**config.mk**
```make
export PLATFORM = sky130hd
export DESIGN_NAME = pess_sampler
export DESIGN_NICKNAME = d
export VERILOG_FILES = /design/src/design/pess_pkg.sv /design/src/design/pess_sampler.sv /design/src/design/pess_skid_buf.sv
export SDC_FILE = /design/constraint.sdc
export NUM_CORES = 1
export LEC_CHECK = 0
export CAP_MARGIN = 10
export CORE_AREA = 5 5 316 318
export CTS_CLUSTER_DIAMETER = 120
export DETAILED_ROUTE_END_ITERATION = 8
export DIE_AREA = 0 0 321 323
export DONT_BUFFER_PORTS = 1
export PLACE_DENSITY = 0.43
export SYNTH_ARGS = -nofsm -noshare
export SYNTH_HDL_FRONTEND = slang
export SYNTH_SLANG_ARGS = --single-unit
```
**constraint.sdc**
```tcl
create_clock -name clk_in -period 20.5 [get_ports clk_in]
set_input_delay 1.025 -clock clk_in [delete_from_list [all_inputs] [get_ports clk_in]]
set_output_delay 1.025 -clock clk_in [all_outputs]
set_load 0.03 [all_outputs]
```
**src/design/pess_pkg.sv**
```systemverilog
// Package for the precise event sampling store: field positions, record layout,
// reset values and state encodings shared by the sampling logic and its buffer.
// Assumes a single 25 MHz core clock and a synchronous active-low reset.
package pess_pkg;
  localparam int unsigned PESS_DATA_W = 32;
  localparam int unsigned PESS_ADDR_W = 32;
  localparam int unsigned PESS_GPR_N = 8;
  // Record: eight general registers, flags, instruction pointer
  localparam int unsigned PESS_REC_WORDS = 10;
  localparam logic [3:0] PESS_REC_LAST = 4'h9;
  localparam logic [3:0] PESS_REC_FLAGS = 4'h8;
  localparam logic [PESS_ADDR_W-1:0] PESS_WORD_BYTES = 32'h0000_0004;
  localparam logic [PESS_ADDR_W-1:0] PESS_REC_BYTES = 32'h0000_0028;
  localparam int unsigned PESS_CNT_W = 40;
  localparam logic [PESS_CNT_W-1:0] PESS_CNT_ONE = 40'h00_0000_0001;
  localparam logic [PESS_CNT_W-1:0] PESS_CNT_MAX = 40'hff_ffff_ffff;
  // Sampling enable register fields
  localparam int unsigned PESS_EN_TAG_BIT = 24;
  localparam int unsigned PESS_EN_SAMPLE_BIT = 25;
  // Feature word bit reporting the store mechanism
  localparam int unsigned PESS_FEAT_STORE_BIT = 21;
  // Counter configuration fields
  localparam logic [3:0] PESS_THRESH_ALL = 4'hf;
  localparam logic [1:0] PESS_AT_NONE = 2'h0;
  localparam logic [1:0] PESS_AT_SINGLE = 2'h1;
  localparam logic [1:0] PESS_AT_BOTH = 2'h2;
  localparam logic [1:0] PESS_AT_ANY = 2'h3;
  // Event classes at retirement; all but PESS_EV_OTHER are counted
  localparam logic [1:0] PESS_EV_OTHER = 2'h0;
  localparam logic [1:0] PESS_EV_EXEC = 2'h1;
  localparam logic [1:0] PESS_EV_FRONT = 2'h2;
  localparam logic [1:0] PESS_EV_REPLAY = 2'h3;
  localparam logic [3:0] PESS_REC_IDX_RST = 4'h0;
  typedef enum logic [1:0] {
    PESS_ST_IDLE = 2'b00,
    PESS_ST_WRITE = 2'b01,
    PESS_ST_RELOAD = 2'b11
  } pess_state_t;
endpackage : pess_pkg

```
**src/design/pess_sampler.sv**
```systemverilog
// Precise event sampling store: replay tagging gate, sampling counter, record
// writer into a memory buffer, threshold interrupt and clock-tick counter.
// Assumes register values come from the core as plain levels, memory accepts
// record words through a valid/ready port, and buffer fields are set first.
`timescale 1ns/1ps

module pess_sampler
  import pess_pkg::*;
(
  input wire logic clk_in,
  input wire logic reset_n_in,
  input wire logic init_in,
  input wire logic smm_entry_in,
  input wire logic smm_active_in,
  input wire logic machine_check_in,
  input wire logic [31:0] precise_sampling_enable_reg_in,
  input wire logic precise_sampling_absent_flag_in,
  input wire logic store_area_wr_in,
  input wire logic [pess_pkg::PESS_ADDR_W-1:0] store_area_pointer_in,
  input wire logic [pess_pkg::PESS_ADDR_W-1:0] buf_base_in,
  input wire logic [pess_pkg::PESS_ADDR_W-1:0] buf_abs_max_in,
  input wire logic [pess_pkg::PESS_ADDR_W-1:0] buf_int_thresh_in,
  input wire logic index_wr_in,
  input wire logic [pess_pkg::PESS_ADDR_W-1:0] index_wr_val_in,
  input wire logic [pess_pkg::PESS_CNT_W-1:0] counter_reset_in,
  input wire logic counter_load_in,
  input wire logic counter_enable_in,
  input wire logic sampling_counter_sel_in,
  input wire logic [1:0] event_class_in,
  input wire logic replay_uop_in,
  input wire logic replay_matrix_hit_in,
  input wire logic retire_tagged_in,
  input wire logic [pess_pkg::PESS_DATA_W-1:0] gpr_in [pess_pkg::PESS_GPR_N],
  input wire logic [pess_pkg::PESS_DATA_W-1:0] flags_in,
  input wire logic [pess_pkg::PESS_DATA_W-1:0] ip_in,
  input wire logic mt_enable_in,
  input wire logic [1:0] thread_halted_in,
  input wire logic [1:0] thread_sleep_in,
  input wire logic tick_thread_sel_in,
  input wire logic tick_enable_in,
  input wire logic tick_compare_in,
  input wire logic [3:0] tick_threshold_in,
  input wire logic tick_complement_in,
  input wire logic [1:0] tick_active_thread_in,
  input wire logic tick_event_nonnull_in,
  input wire logic mem_ready_in,
  output logic mem_valid_out,
  output logic [pess_pkg::PESS_ADDR_W-1:0] mem_addr_out,
  output logic [pess_pkg::PESS_DATA_W-1:0] mem_data_out,
  output logic [31:0] feature_word_out,
  output logic store_avail_out,
  output logic uop_tag_out,
  output logic sample_interrupt_out,
  output logic buffer_full_out,
  output logic [pess_pkg::PESS_ADDR_W-1:0] index_out,
  output logic [pess_pkg::PESS_ADDR_W-1:0] store_area_out,
  output logic [pess_pkg::PESS_CNT_W-1:0] count_out,
  output logic [pess_pkg::PESS_CNT_W-1:0] tick_count_out,
  output logic counters_powered_out
);
  pess_state_t state_q;
  logic store_on_q;
  logic [PESS_ADDR_W-1:0] area_q;
  logic [PESS_ADDR_W-1:0] index_q;
  logic [PESS_CNT_W-1:0] count_q;
  logic [PESS_CNT_W-1:0] tick_q;
  logic [3:0] word_q;
  logic irq_done_q;
  logic irq_q;
  logic uop_tag_q;
  logic [PESS_DATA_W-1:0] snap_q [PESS_REC_WORDS];
  logic precise_on;
  logic tag_on;
  logic event_ok;
  logic count_ev;
  logic overflow;
  logic full;
  logic wr_valid;
  logic wr_ready;
  logic [PESS_DATA_W-1:0] wr_data;
  logic [PESS_ADDR_W-1:0] wr_addr;
  logic thr_active;
  logic powered;
  logic tick_ev;
  logic any_halt_clear;

  assign feature_word_out = 32'h0000_0001 << PESS_FEAT_STORE_BIT;
  assign store_avail_out = !precise_sampling_absent_flag_in;
  assign precise_on = precise_sampling_enable_reg_in[PESS_EN_TAG_BIT] && store_on_q && store_avail_out;
  assign tag_on = precise_sampling_enable_reg_in[PESS_EN_TAG_BIT]
                  || (!precise_sampling_enable_reg_in[PESS_EN_TAG_BIT]
                      && !precise_sampling_enable_reg_in[PESS_EN_SAMPLE_BIT]);
  assign event_ok = (event_class_in == PESS_EV_EXEC) || (event_class_in == PESS_EV_FRONT)
                    || (event_class_in == PESS_EV_REPLAY);
  assign count_ev = precise_on && event_ok && sampling_counter_sel_in && counter_enable_in
                    && retire_tagged_in && (state_q == PESS_ST_IDLE);
  assign overflow = count_ev && (count_q == PESS_CNT_MAX);
  assign full = (index_q >= buf_abs_max_in);

  always_ff @(posedge clk_in) begin
    if (!reset_n_in) begin
      uop_tag_q <= 1'b0;
    end else begin
      uop_tag_q <= replay_uop_in && replay_matrix_hit_in && tag_on;
    end
  end
  assign uop_tag_out = uop_tag_q;

  always_ff @(posedge clk_in) begin
    if (!reset_n_in || init_in) begin
      store_on_q <= 1'b0;
    end else if (smm_entry_in || smm_active_in || machine_check_in) begin
      store_on_q <= 1'b0;
    end else if (store_area_wr_in) begin
      store_on_q <= 1'b1;
    end
  end

  always_ff @(posedge clk_in) begin
    if (!reset_n_in || init_in) begin
      area_q <= '0;
    end else if (store_area_wr_in) begin
      area_q <= store_area_pointer_in;
    end
  end

  always_ff @(posedge clk_in) begin
    if (!reset_n_in || init_in) begin
      state_q <= PESS_ST_IDLE;
      word_q <= PESS_REC_IDX_RST;
    end else begin
      unique case (state_q)
        PESS_ST_IDLE: begin
          if (overflow && !full) begin
            state_q <= PESS_ST_WRITE;
            word_q <= PESS_REC_IDX_RST;
          end
        end
        PESS_ST_WRITE: begin
          if (wr_ready) begin
            if (word_q == PESS_REC_LAST) begin
              state_q <= PESS_ST_RELOAD;
            end
            word_q <= word_q + 4'h1;
          end
        end
        PESS_ST_RELOAD: begin
          state_q <= PESS_ST_IDLE;
        end
        // Unused code recovers to idle rather than stalling the writer
        default: begin
          state_q <= PESS_ST_IDLE;
        end
      endcase
    end
  end

  always_ff @(posedge clk_in) begin
    if (overflow && state_q == PESS_ST_IDLE) begin
      for (int i = 0; i < PESS_GPR_N; i++) begin
        snap_q[i] <= gpr_in[i];
      end
      snap_q[PESS_REC_FLAGS] <= flags_in;
      snap_q[PESS_REC_LAST] <= ip_in;
    end
  end

  assign wr_valid = (state_q == PESS_ST_WRITE);
  assign wr_data = snap_q[word_q];
  assign wr_addr = buf_base_in + index_q + (PESS_WORD_BYTES * {28'h0, word_q});

  always_ff @(posedge clk_in) begin
    if (!reset_n_in || init_in) begin
      count_q <= '0;
    end else if (counter_load_in || state_q == PESS_ST_RELOAD || (overflow && full)) begin
      count_q <= counter_reset_in;
    end else if (count_ev && !overflow) begin
      count_q <= count_q + PESS_CNT_ONE;
    end
  end

  always_ff @(posedge clk_in) begin
    if (!reset_n_in || init_in) begin
      index_q <= '0;
    end else if (index_wr_in) begin
      index_q <= index_wr_val_in;
    end else if (state_q == PESS_ST_RELOAD) begin
      index_q <= index_q + PESS_REC_BYTES;
    end
  end

  always_ff @(posedge clk_in) begin
    if (!reset_n_in || init_in) begin
      irq_done_q <= 1'b0;
      irq_q <= 1'b0;
    end else begin
      irq_q <= 1'b0;
      // Set wins over a same-cycle index rewrite so a first crossing is never lost
      if (!irq_done_q && index_q >= buf_int_thresh_in && state_q == PESS_ST_IDLE) begin
        irq_q <= 1'b1;
        irq_done_q <= 1'b1;
      end else if (index_wr_in) begin
        irq_done_q <= 1'b0;
      end
    end
  end

  assign any_halt_clear = !(thread_halted_in[0] && thread_halted_in[1]);
  assign powered = mt_enable_in ? any_halt_clear : !thread_halted_in[0];
  always_comb begin
    thr_active = 1'b0;
    unique case (tick_active_thread_in)
      PESS_AT_NONE: thr_active = !(!thread_halted_in[0] || !thread_halted_in[1]);
      PESS_AT_SINGLE: thr_active = (!thread_halted_in[0]) ^ (!thread_halted_in[1]);
      PESS_AT_BOTH: thr_active = !thread_halted_in[0] && !thread_halted_in[1];
      PESS_AT_ANY: thr_active = !thread_halted_in[tick_thread_sel_in]
                                && !thread_sleep_in[tick_thread_sel_in];
    endcase
  end
  assign tick_ev = tick_enable_in && tick_event_nonnull_in && powered
                   && ((tick_compare_in && tick_complement_in && tick_threshold_in == PESS_THRESH_ALL)
                       || thr_active);

  always_ff @(posedge clk_in) begin
    if (!reset_n_in) begin
      tick_q <= '0;
    end else if (tick_ev) begin
      tick_q <= tick_q + PESS_CNT_ONE;
    end
  end

  pess_skid_buf u_buf (
    .clk_in(clk_in),
    .reset_n_in(reset_n_in),
    .in_valid_in(wr_valid),
    .in_ready_out(wr_ready),
    .in_addr_in(wr_addr),
    .in_data_in(wr_data),
    .out_valid_out(mem_valid_out),
    .out_ready_in(mem_ready_in),
    .out_addr_out(mem_addr_out),
    .out_data_out(mem_data_out)
  );

  assign sample_interrupt_out = irq_q;
  assign buffer_full_out = full;
  assign index_out = index_q;
  assign store_area_out = area_q;
  assign count_out = count_q;
  assign tick_count_out = tick_q;
  assign counters_powered_out = powered;

  AST_TAG_GATE: assert property (@(posedge clk_in) disable iff (!reset_n_in)
    (replay_uop_in && replay_matrix_hit_in && precise_sampling_enable_reg_in[PESS_EN_TAG_BIT]) |=> uop_tag_out)
    else $error("replayed micro-op not tagged");
  AST_NO_TAG: assert property (@(posedge clk_in) disable iff (!reset_n_in)
    (!replay_uop_in) |=> !uop_tag_out)
    else $error("tag without replay");
  AST_RECORD: assert property (@(posedge clk_in) disable iff (!reset_n_in || init_in)
    (overflow && !full && state_q == PESS_ST_IDLE) |=> wr_valid)
    else $error("overflow did not start record");
  AST_RELOAD: assert property (@(posedge clk_in) disable iff (!reset_n_in || init_in)
    (state_q == PESS_ST_RELOAD && !counter_load_in) |=> count_q == $past(counter_reset_in))
    else $error("counter not reloaded after record");
  AST_NO_WRAP: assert property (@(posedge clk_in) disable iff (!reset_n_in || init_in)
    (full && state_q == PESS_ST_IDLE) |=> state_q != PESS_ST_WRITE)
    else $error("record written past absolute maximum");
  AST_ADVANCE: assert property (@(posedge clk_in) disable iff (!reset_n_in || init_in)
    (state_q == PESS_ST_RELOAD && !index_wr_in) |=> index_q == $past(index_q) + PESS_REC_BYTES)
    else $error("index not advanced by one record");
  AST_IRQ_ONCE: assert property (@(posedge clk_in) disable iff (!reset_n_in || init_in)
    sample_interrupt_out |=> !sample_interrupt_out)
    else $error("threshold interrupt repeated");
  AST_SMM_OFF: assert property (@(posedge clk_in) disable iff (!reset_n_in)
    (smm_entry_in || machine_check_in) |=> !store_on_q)
    else $error("store mechanism not disabled");
  AST_POWER: assert property (@(posedge clk_in) disable iff (!reset_n_in)
    (mt_enable_in && !thread_halted_in[1]) |-> counters_powered_out)
    else $error("counters powered down with a thread not_halted_subevent");
  AST_EVENT_SET: assert property (@(posedge clk_in) disable iff (!reset_n_in || init_in)
    (event_class_in == PESS_EV_OTHER && !counter_load_in && state_q == PESS_ST_IDLE) |=> $stable(count_q))
    else $error("precise sampling on unsupported event");
endmodule : pess_sampler

```
**src/design/pess_skid_buf.sv**
```systemverilog
// Two-entry buffer with valid/ready on both sides for record words.
// Assumes the memory port may stall at any time; no word is lost.
`timescale 1ns/1ps
module pess_skid_buf
  import pess_pkg::*;
(
  input wire logic clk_in,
  input wire logic reset_n_in,
  input wire logic in_valid_in,
  output logic in_ready_out,
  input wire logic [pess_pkg::PESS_ADDR_W-1:0] in_addr_in,
  input wire logic [pess_pkg::PESS_DATA_W-1:0] in_data_in,
  output logic out_valid_out,
  input wire logic out_ready_in,
  output logic [pess_pkg::PESS_ADDR_W-1:0] out_addr_out,
  output logic [pess_pkg::PESS_DATA_W-1:0] out_data_out
);
  logic [PESS_ADDR_W+PESS_DATA_W-1:0] mem_q [2];
  logic rd_ptr_q;
  logic wr_ptr_q;
  logic [1:0] count_q;
  logic push;
  logic pop;

  assign in_ready_out = (count_q != 2'h2);
  assign out_valid_out = (count_q != 2'h0);
  assign push = in_valid_in && in_ready_out;
  assign pop = out_valid_out && out_ready_in;
  assign {out_addr_out, out_data_out} = mem_q[rd_ptr_q];

  always_ff @(posedge clk_in) begin
    if (push) begin
      mem_q[wr_ptr_q] <= {in_addr_in, in_data_in};
    end
  end

  always_ff @(posedge clk_in) begin
    if (!reset_n_in) begin
      rd_ptr_q <= 1'b0;
      wr_ptr_q <= 1'b0;
      count_q <= 2'h0;
    end else begin
      if (push) begin
        wr_ptr_q <= ~wr_ptr_q;
      end
      if (pop) begin
        rd_ptr_q <= ~rd_ptr_q;
      end
      count_q <= count_q + {1'b0, push} - {1'b0, pop};
    end
  end

  AST_NO_OVERFLOW: assert property (@(posedge clk_in) disable iff (!reset_n_in)
    count_q <= 2'h2)
    else $error("buffer count beyond two entries");
endmodule : pess_skid_buf

```
**Yosys cells after proc, flatten, opt, wreduce, memory -nomap -nowiden**

Memory sizes are Yosys's and may differ from the RTL's. A register that Yosys moved wholly into a read port is not among the register bits.
Cells that the tools add are included.

- $add $sub $neg: 8
- $lt $le $gt $ge: 3
- Equality and inequality tests: 15
- Mux-type cells: 28
- Bitwise operators: 3
- Reductions and logical operators: 60

Operators by type and width:

| operator | count |
|---|---|
| adder 40 x 1 -> 40 bit, second input constant | 2 |
| two-way mux 40 bit | 2 |
| greater-or-equal comparator 32 bit | 2 |
| two-way mux 32 bit | 2 |
| equality test 40 bit, second input constant | 1 |
| adder 32 bit | 1 |
| adder 32 x 6 -> 32 bit | 1 |
| adder 32 x 6 -> 32 bit, second input constant | 1 |
| logical AND 1 bit | 27 |
| two-way mux 4 bit | 4 |
| two-way mux 1 bit | 14 |
| zero test 1 bit | 13 |
| equality test 2 bit, second input constant | 5 |
| logical OR 1 bit | 10 |
| nonzero test 2 bit | 5 |
| equality test 4 bit, second input constant | 2 |
| != test 2 bit, second input constant | 4 |
| case mux 4 bit (2 select lines) | 1 |
| equality test 2 x 1 -> 1 bit, second input constant | 3 |
| two-way mux 2 bit | 3 |
| AND reduction 3 bit | 2 |
| adder 4 x 1 -> 4 bit, second input constant | 1 |
| zero test 2 bit | 2 |
| case mux 1 bit (4 select lines) | 1 |
| other kinds (7) | 8 |

- Bits in registers: 158
- Memory bits (writable): 448
- Output and inout bits: 246
- Logic and storage cells: 132
- Memories: 2

Memory list:

| memory | depth | bits a word | rd ports | clocked after memory_dff | wr ports | line | text |
|---|---|---|---|---|---|---|---|
| snap_q | 10 | 32 | 1 | 1 | 10 | pess_sampler.sv:71 | `logic [PESS_DATA_W-1:0] snap_q [PESS_REC_WORDS];` |
| u_buf.mem_q | 2 | 64 | 1 | 1 | 1 | pess_skid_buf.sv:18 | `logic [PESS_ADDR_W+PESS_DATA_W-1:0] mem_q [2];` |

**Logic depth before layout (Yosys ltp)**

- Depth after elaboration: 14
- Mapped depth: 12
- Mapped depth without buffers: 12

**Modules after synthesis**

A second synthesis with hierarchy kept.

- Cell total of the unflattened synthesis: 2123
- Area total of the unflattened synthesis: 28708.8 um^2

Modules (own cells, without submodules):

| module | instances | cells an instance | area an instance (um^2) | seq. area each (um^2) |
|---|---|---|---|---|
| pess_sampler | 1 | 1900 | 23553.8 | 12772.2 |
| pess_skid_buf | 1 | 223 | 5154.9 | 3943.8 |

**Least setup slack after synthesis**

No wires, ideal clock.

- Path kind: reg-to-reg
- From: register count_q[3] (netlist: count_out[3])
- To: memory snap_q[0][0] (enable)
- Library setup time: 1008 ps
- Data arrival time: 15197 ps
- Data required time: 19492 ps
- Setup slack: 4295 ps
- Cell stages (with the launch flop): 7
- Period minus slack after synthesis: 16205 ps
- Cell sequence: dfxtp_1 > nand4_2 > nor4_1 > nand4_1 > nor3_1 > nand3_1 > nor2_1

RTL lines:

| item | line | text |
|---|---|---|
| start, declared | pess_sampler.sv:65 | `logic [PESS_CNT_W-1:0] count_q;` |
| start signal, assigned | pess_sampler.sv:176 | `count_q <= counter_reset_in;` |
| start signal, assigned | pess_sampler.sv:178 | `count_q <= count_q + PESS_CNT_ONE;` |
| end, declared | pess_sampler.sv:71 |  |

==> impl_results.md <==
* Predominant post-synthesis flop cell: edfxtp_1
* CP endpoint kind: flop
* CTS Buf Count at between 70 and 80
* Synthesized area at 28360 µm²
* Clock Sink Count at 611
* HP Class: input port to flop
* Seq/Total Area, Yosys at 0.5893
* Antenna violations before repair at 55
* Synth top area share at 0.4743
* Critical Path RT at between 20000 and 25000 ps
* Die height at between 300 and 400 µm
* Cell taking the most area after synthesis: edfxtp_1
* Clk network pwr share at 0.456
* Hold_buf cts at 0
* Post-DP HPWL at about 69000 µm
* Vias/cell at 5.021
* Layout cells sized above 1 at 0.1297
* Chip Width at about 320 µm
* FP Rows at between 100 and 150
* Measured slew at the worst slew-check pin at around 970 ps
* Slew Viols, Final at 0
* IO Port Bufs at 0
* CORE AREA at approximately 96000 µm²
* Cell with the most instances after synthesis: edfxtp_1
* Total negative setup slack at 0 ps
* Area grow syn2layout at 13.50%
* Placed cells at 3372
* Placed cell area at between 20000 and 30000 µm²
* Vias at 17720
* Htree depth at 3
* Largest stage delay, worst path at roughly 810 ps
* Fraction of the cycle the final worst path needs at 0.2433
* Number of global-route vias before repair at around 18000
* Largest net degree at the start of global routing at ~180
* Status: complete, no violations
* P per Cell Area at about 87 nW/µm²
* Sw Share at 0.2397
* Final instance area at between 30000 and 40000 µm²
* Commonest cells post-synth: edfxtp_1 (448), dfxtp_1 (163), nor2_1 (146), ha_1 (130), a21oi_1 (104)
* CP max stage cell: buf_4
* Number of synthesized flops with an enable pin at approximately 450
* Minimum clock period at 4989 ps
* Net Sw Power at a little under 0.7 mW
* Postcts setup bufs at 0
* Peak supply drop at 77.43 µV
* DR WL/cell at ~26 µm
* Final setup fails at 0
* First-pass iteration count of the detailed router at 5
* LEAKAGE at between 10 and 15 nW
* Final hold violation count at 0
* GRT overflow at 0
* Starting Density at 0.2946
* Syn Area/Cell at around 13 µm²
* Sequential share of power at 0.485
* Clk_lat worst skew at about 640 ps
* Int Power at 2.138 mW
* FF+latch count, synth at approximately 600
* Resized Gates After CTS at 0
* # DRC at 0
* First-pass GRT wire length at between 100000 and 150000 µm
* Post-synth ARST share at 0
* Worst EP arrival at roughly 5200 ps
* Worst path cell trace: nand4_2 > nor4_1 > nand4_1 > nor3_1 > nand3_1 > nor2_4 > buf_4 > buf_4
* Nets at a little under 3000
* Die area at 103700 µm²
* Syn. warnings at 0
* Most area-consuming cells after synthesis: edfxtp_1 (47%), dfxtp_1 (12%), ha_1 (5.7%)
* Post-placement setup slack at ~15000 ps
* Cells after synthesis at 2158
* Post-Route WL at 91640 µm
* Final ANT Viol Nets at 0
* Boundary Pins at 832
* 1st-iter DRT viols at between 1000 and 1500
* Gate power share at 0.059
* Max-Cap Viols at 0
* Global Route Usage Sum at 0.1684
* RSZ-0062 raised after global routing: false
* Worst Setup Path Type: flop to flop
* Yosys cell types at 71
* CTS tree: done
* Root Buffer: clkbuf_16
* Clock transition at path regs at about 60 ps
* Max-slew headroom at 0.3545
* Max frequency at between 0.2 and 0.25 GHz
* Final std cells w/o fill at 3530
* CTS Buffer Depth at 3
* Gpl congestion at around 0.86
* CP max FO at between 70 and 80
* CP most frequent cell: buf_4
* Final setup margin at between 15000 and 20000 ps
* Worst clock skew at roughly 26 ps
* Worst setup SP type: flop
==> layer usage <==
| layer | track usage | share of wire |
|---|---|---|
| met5 | 0 | 0.0036 |
| met4 | 0.06108 | 0.027 |
| met3 | 0.06901 | 0.096 |
| met2 | 0.2917 | 0.51 |
| met1 | 0.1872 | 0.37 |
==> worst max-delay path, delay by kind of cell (launching register included) <==
family / cells / cell delay (ps)
flip-flops: 1 / 640
buffers and inverters: 2 / 1320
AND/OR/NAND/NOR: 6 / 2530
==> power groups by stage <==
stage | combinational [mW] | clock (mW) | sequential, mW
final | 0.166 | 1.28 | 1.37
after global routing | 0.181 | 1.38 | 1.37
after CTS | 0.168 | 1.33 | 1.37
after detailed placement | 0.167 | 0 | 1.39
after global placement | 0.165 | 0 | 1.39
after floorplan | 0.138 | 0 | 1.38
==> area by class of cell <==
| type | count | area, µm² |
|---|---|---|
| fillers | 9523 | 64090 |
| flip-flops and latches | 611 | 16730 |
| multi-input cells | 1359 | 10850 |
| clock buffers | 97 | 1927 |
| well taps | 1276 | 1597 |
| clock inverters | 35 | 424.2 |
| inverters | 99 | 371.6 |
| repair buffers | 28 | 235.2 |
| diodes | 25 | 62.56 |
==> cells in the final DEF, fill, tap and decap left out, drive strengths merged, types with 52 or more instances in the layout <==
cell type	count
a211oi	58
a21oi	104
and2	52
clkbuf	97
dfxtp	163
edfxtp	448
ha	130
inv	103
mux2	64
mux2i	75
mux4	64
nand2	79
nand3	59
nor2	146
o21ai	54
xnor2	94
==> worst paths after layout <==
| path | start | endpoint | slack (ps) | cells after the start |
|---|---|---|---|---|
| worst max-delay path | count_out[2] | snap_q[2][23] | 15510 | 8 |
| worst min-delay path | smm_active_in | store_on_q | 470 | 1 |
| worst max register to register | count_out[2] | snap_q[2][23] | 15510 | 8 |
| worst min register to register | irq_done_q | irq_done_q | 500 | 1 |
==> registers in the layout (all words and copies together) (netlist names), named ones only <==
| signal | cells |
|---|---|
| word_q | 4 |
| state_q | 2 |
| sample_interrupt_out | 1 |
| u_buf.rd_ptr_q | 1 |
| u_buf.count_q | 2 |
| store_area_out | 32 |
| u_buf.wr_ptr_q | 1 |
| uop_tag_out | 1 |
| snap_q | 320 |
| tick_count_out | 40 |
| irq_done_q | 1 |
| count_out | 40 |
| store_on_q | 1 |
| u_buf.mem_q | 128 |
| index_out | 32 |
==> through the flow <==
stage / hold WS [ps] / total power, mW / util
finish: 467.9 / 2.812 / 0.3344
global route: 420.5 / 2.931 / 0.3341
CTS: 400.0 / 2.861 / 0.3335
detailed placement: 479.0 / 1.558 / 0.3091
global placement: 467.2 / 1.556 / 0.3091
floorplan: 460.6 / 1.521 / -
==> cells by family after synthesis <==
kind of cell               count (synthesis)  share of synthesized area
AOI/OAI and AO/OA                        333                    0.07847
muxes                                    203                     0.1027
and+or+nand+nor                          530                    0.09572
buffers and inverters                    218                    0.03374
adders and majority gates                135                    0.06087
other                                      2                  0.0002648
xor gates and xnor gates                 126                    0.03891
DFF                                      611                     0.5893
(Power assumes the default switching activity.)
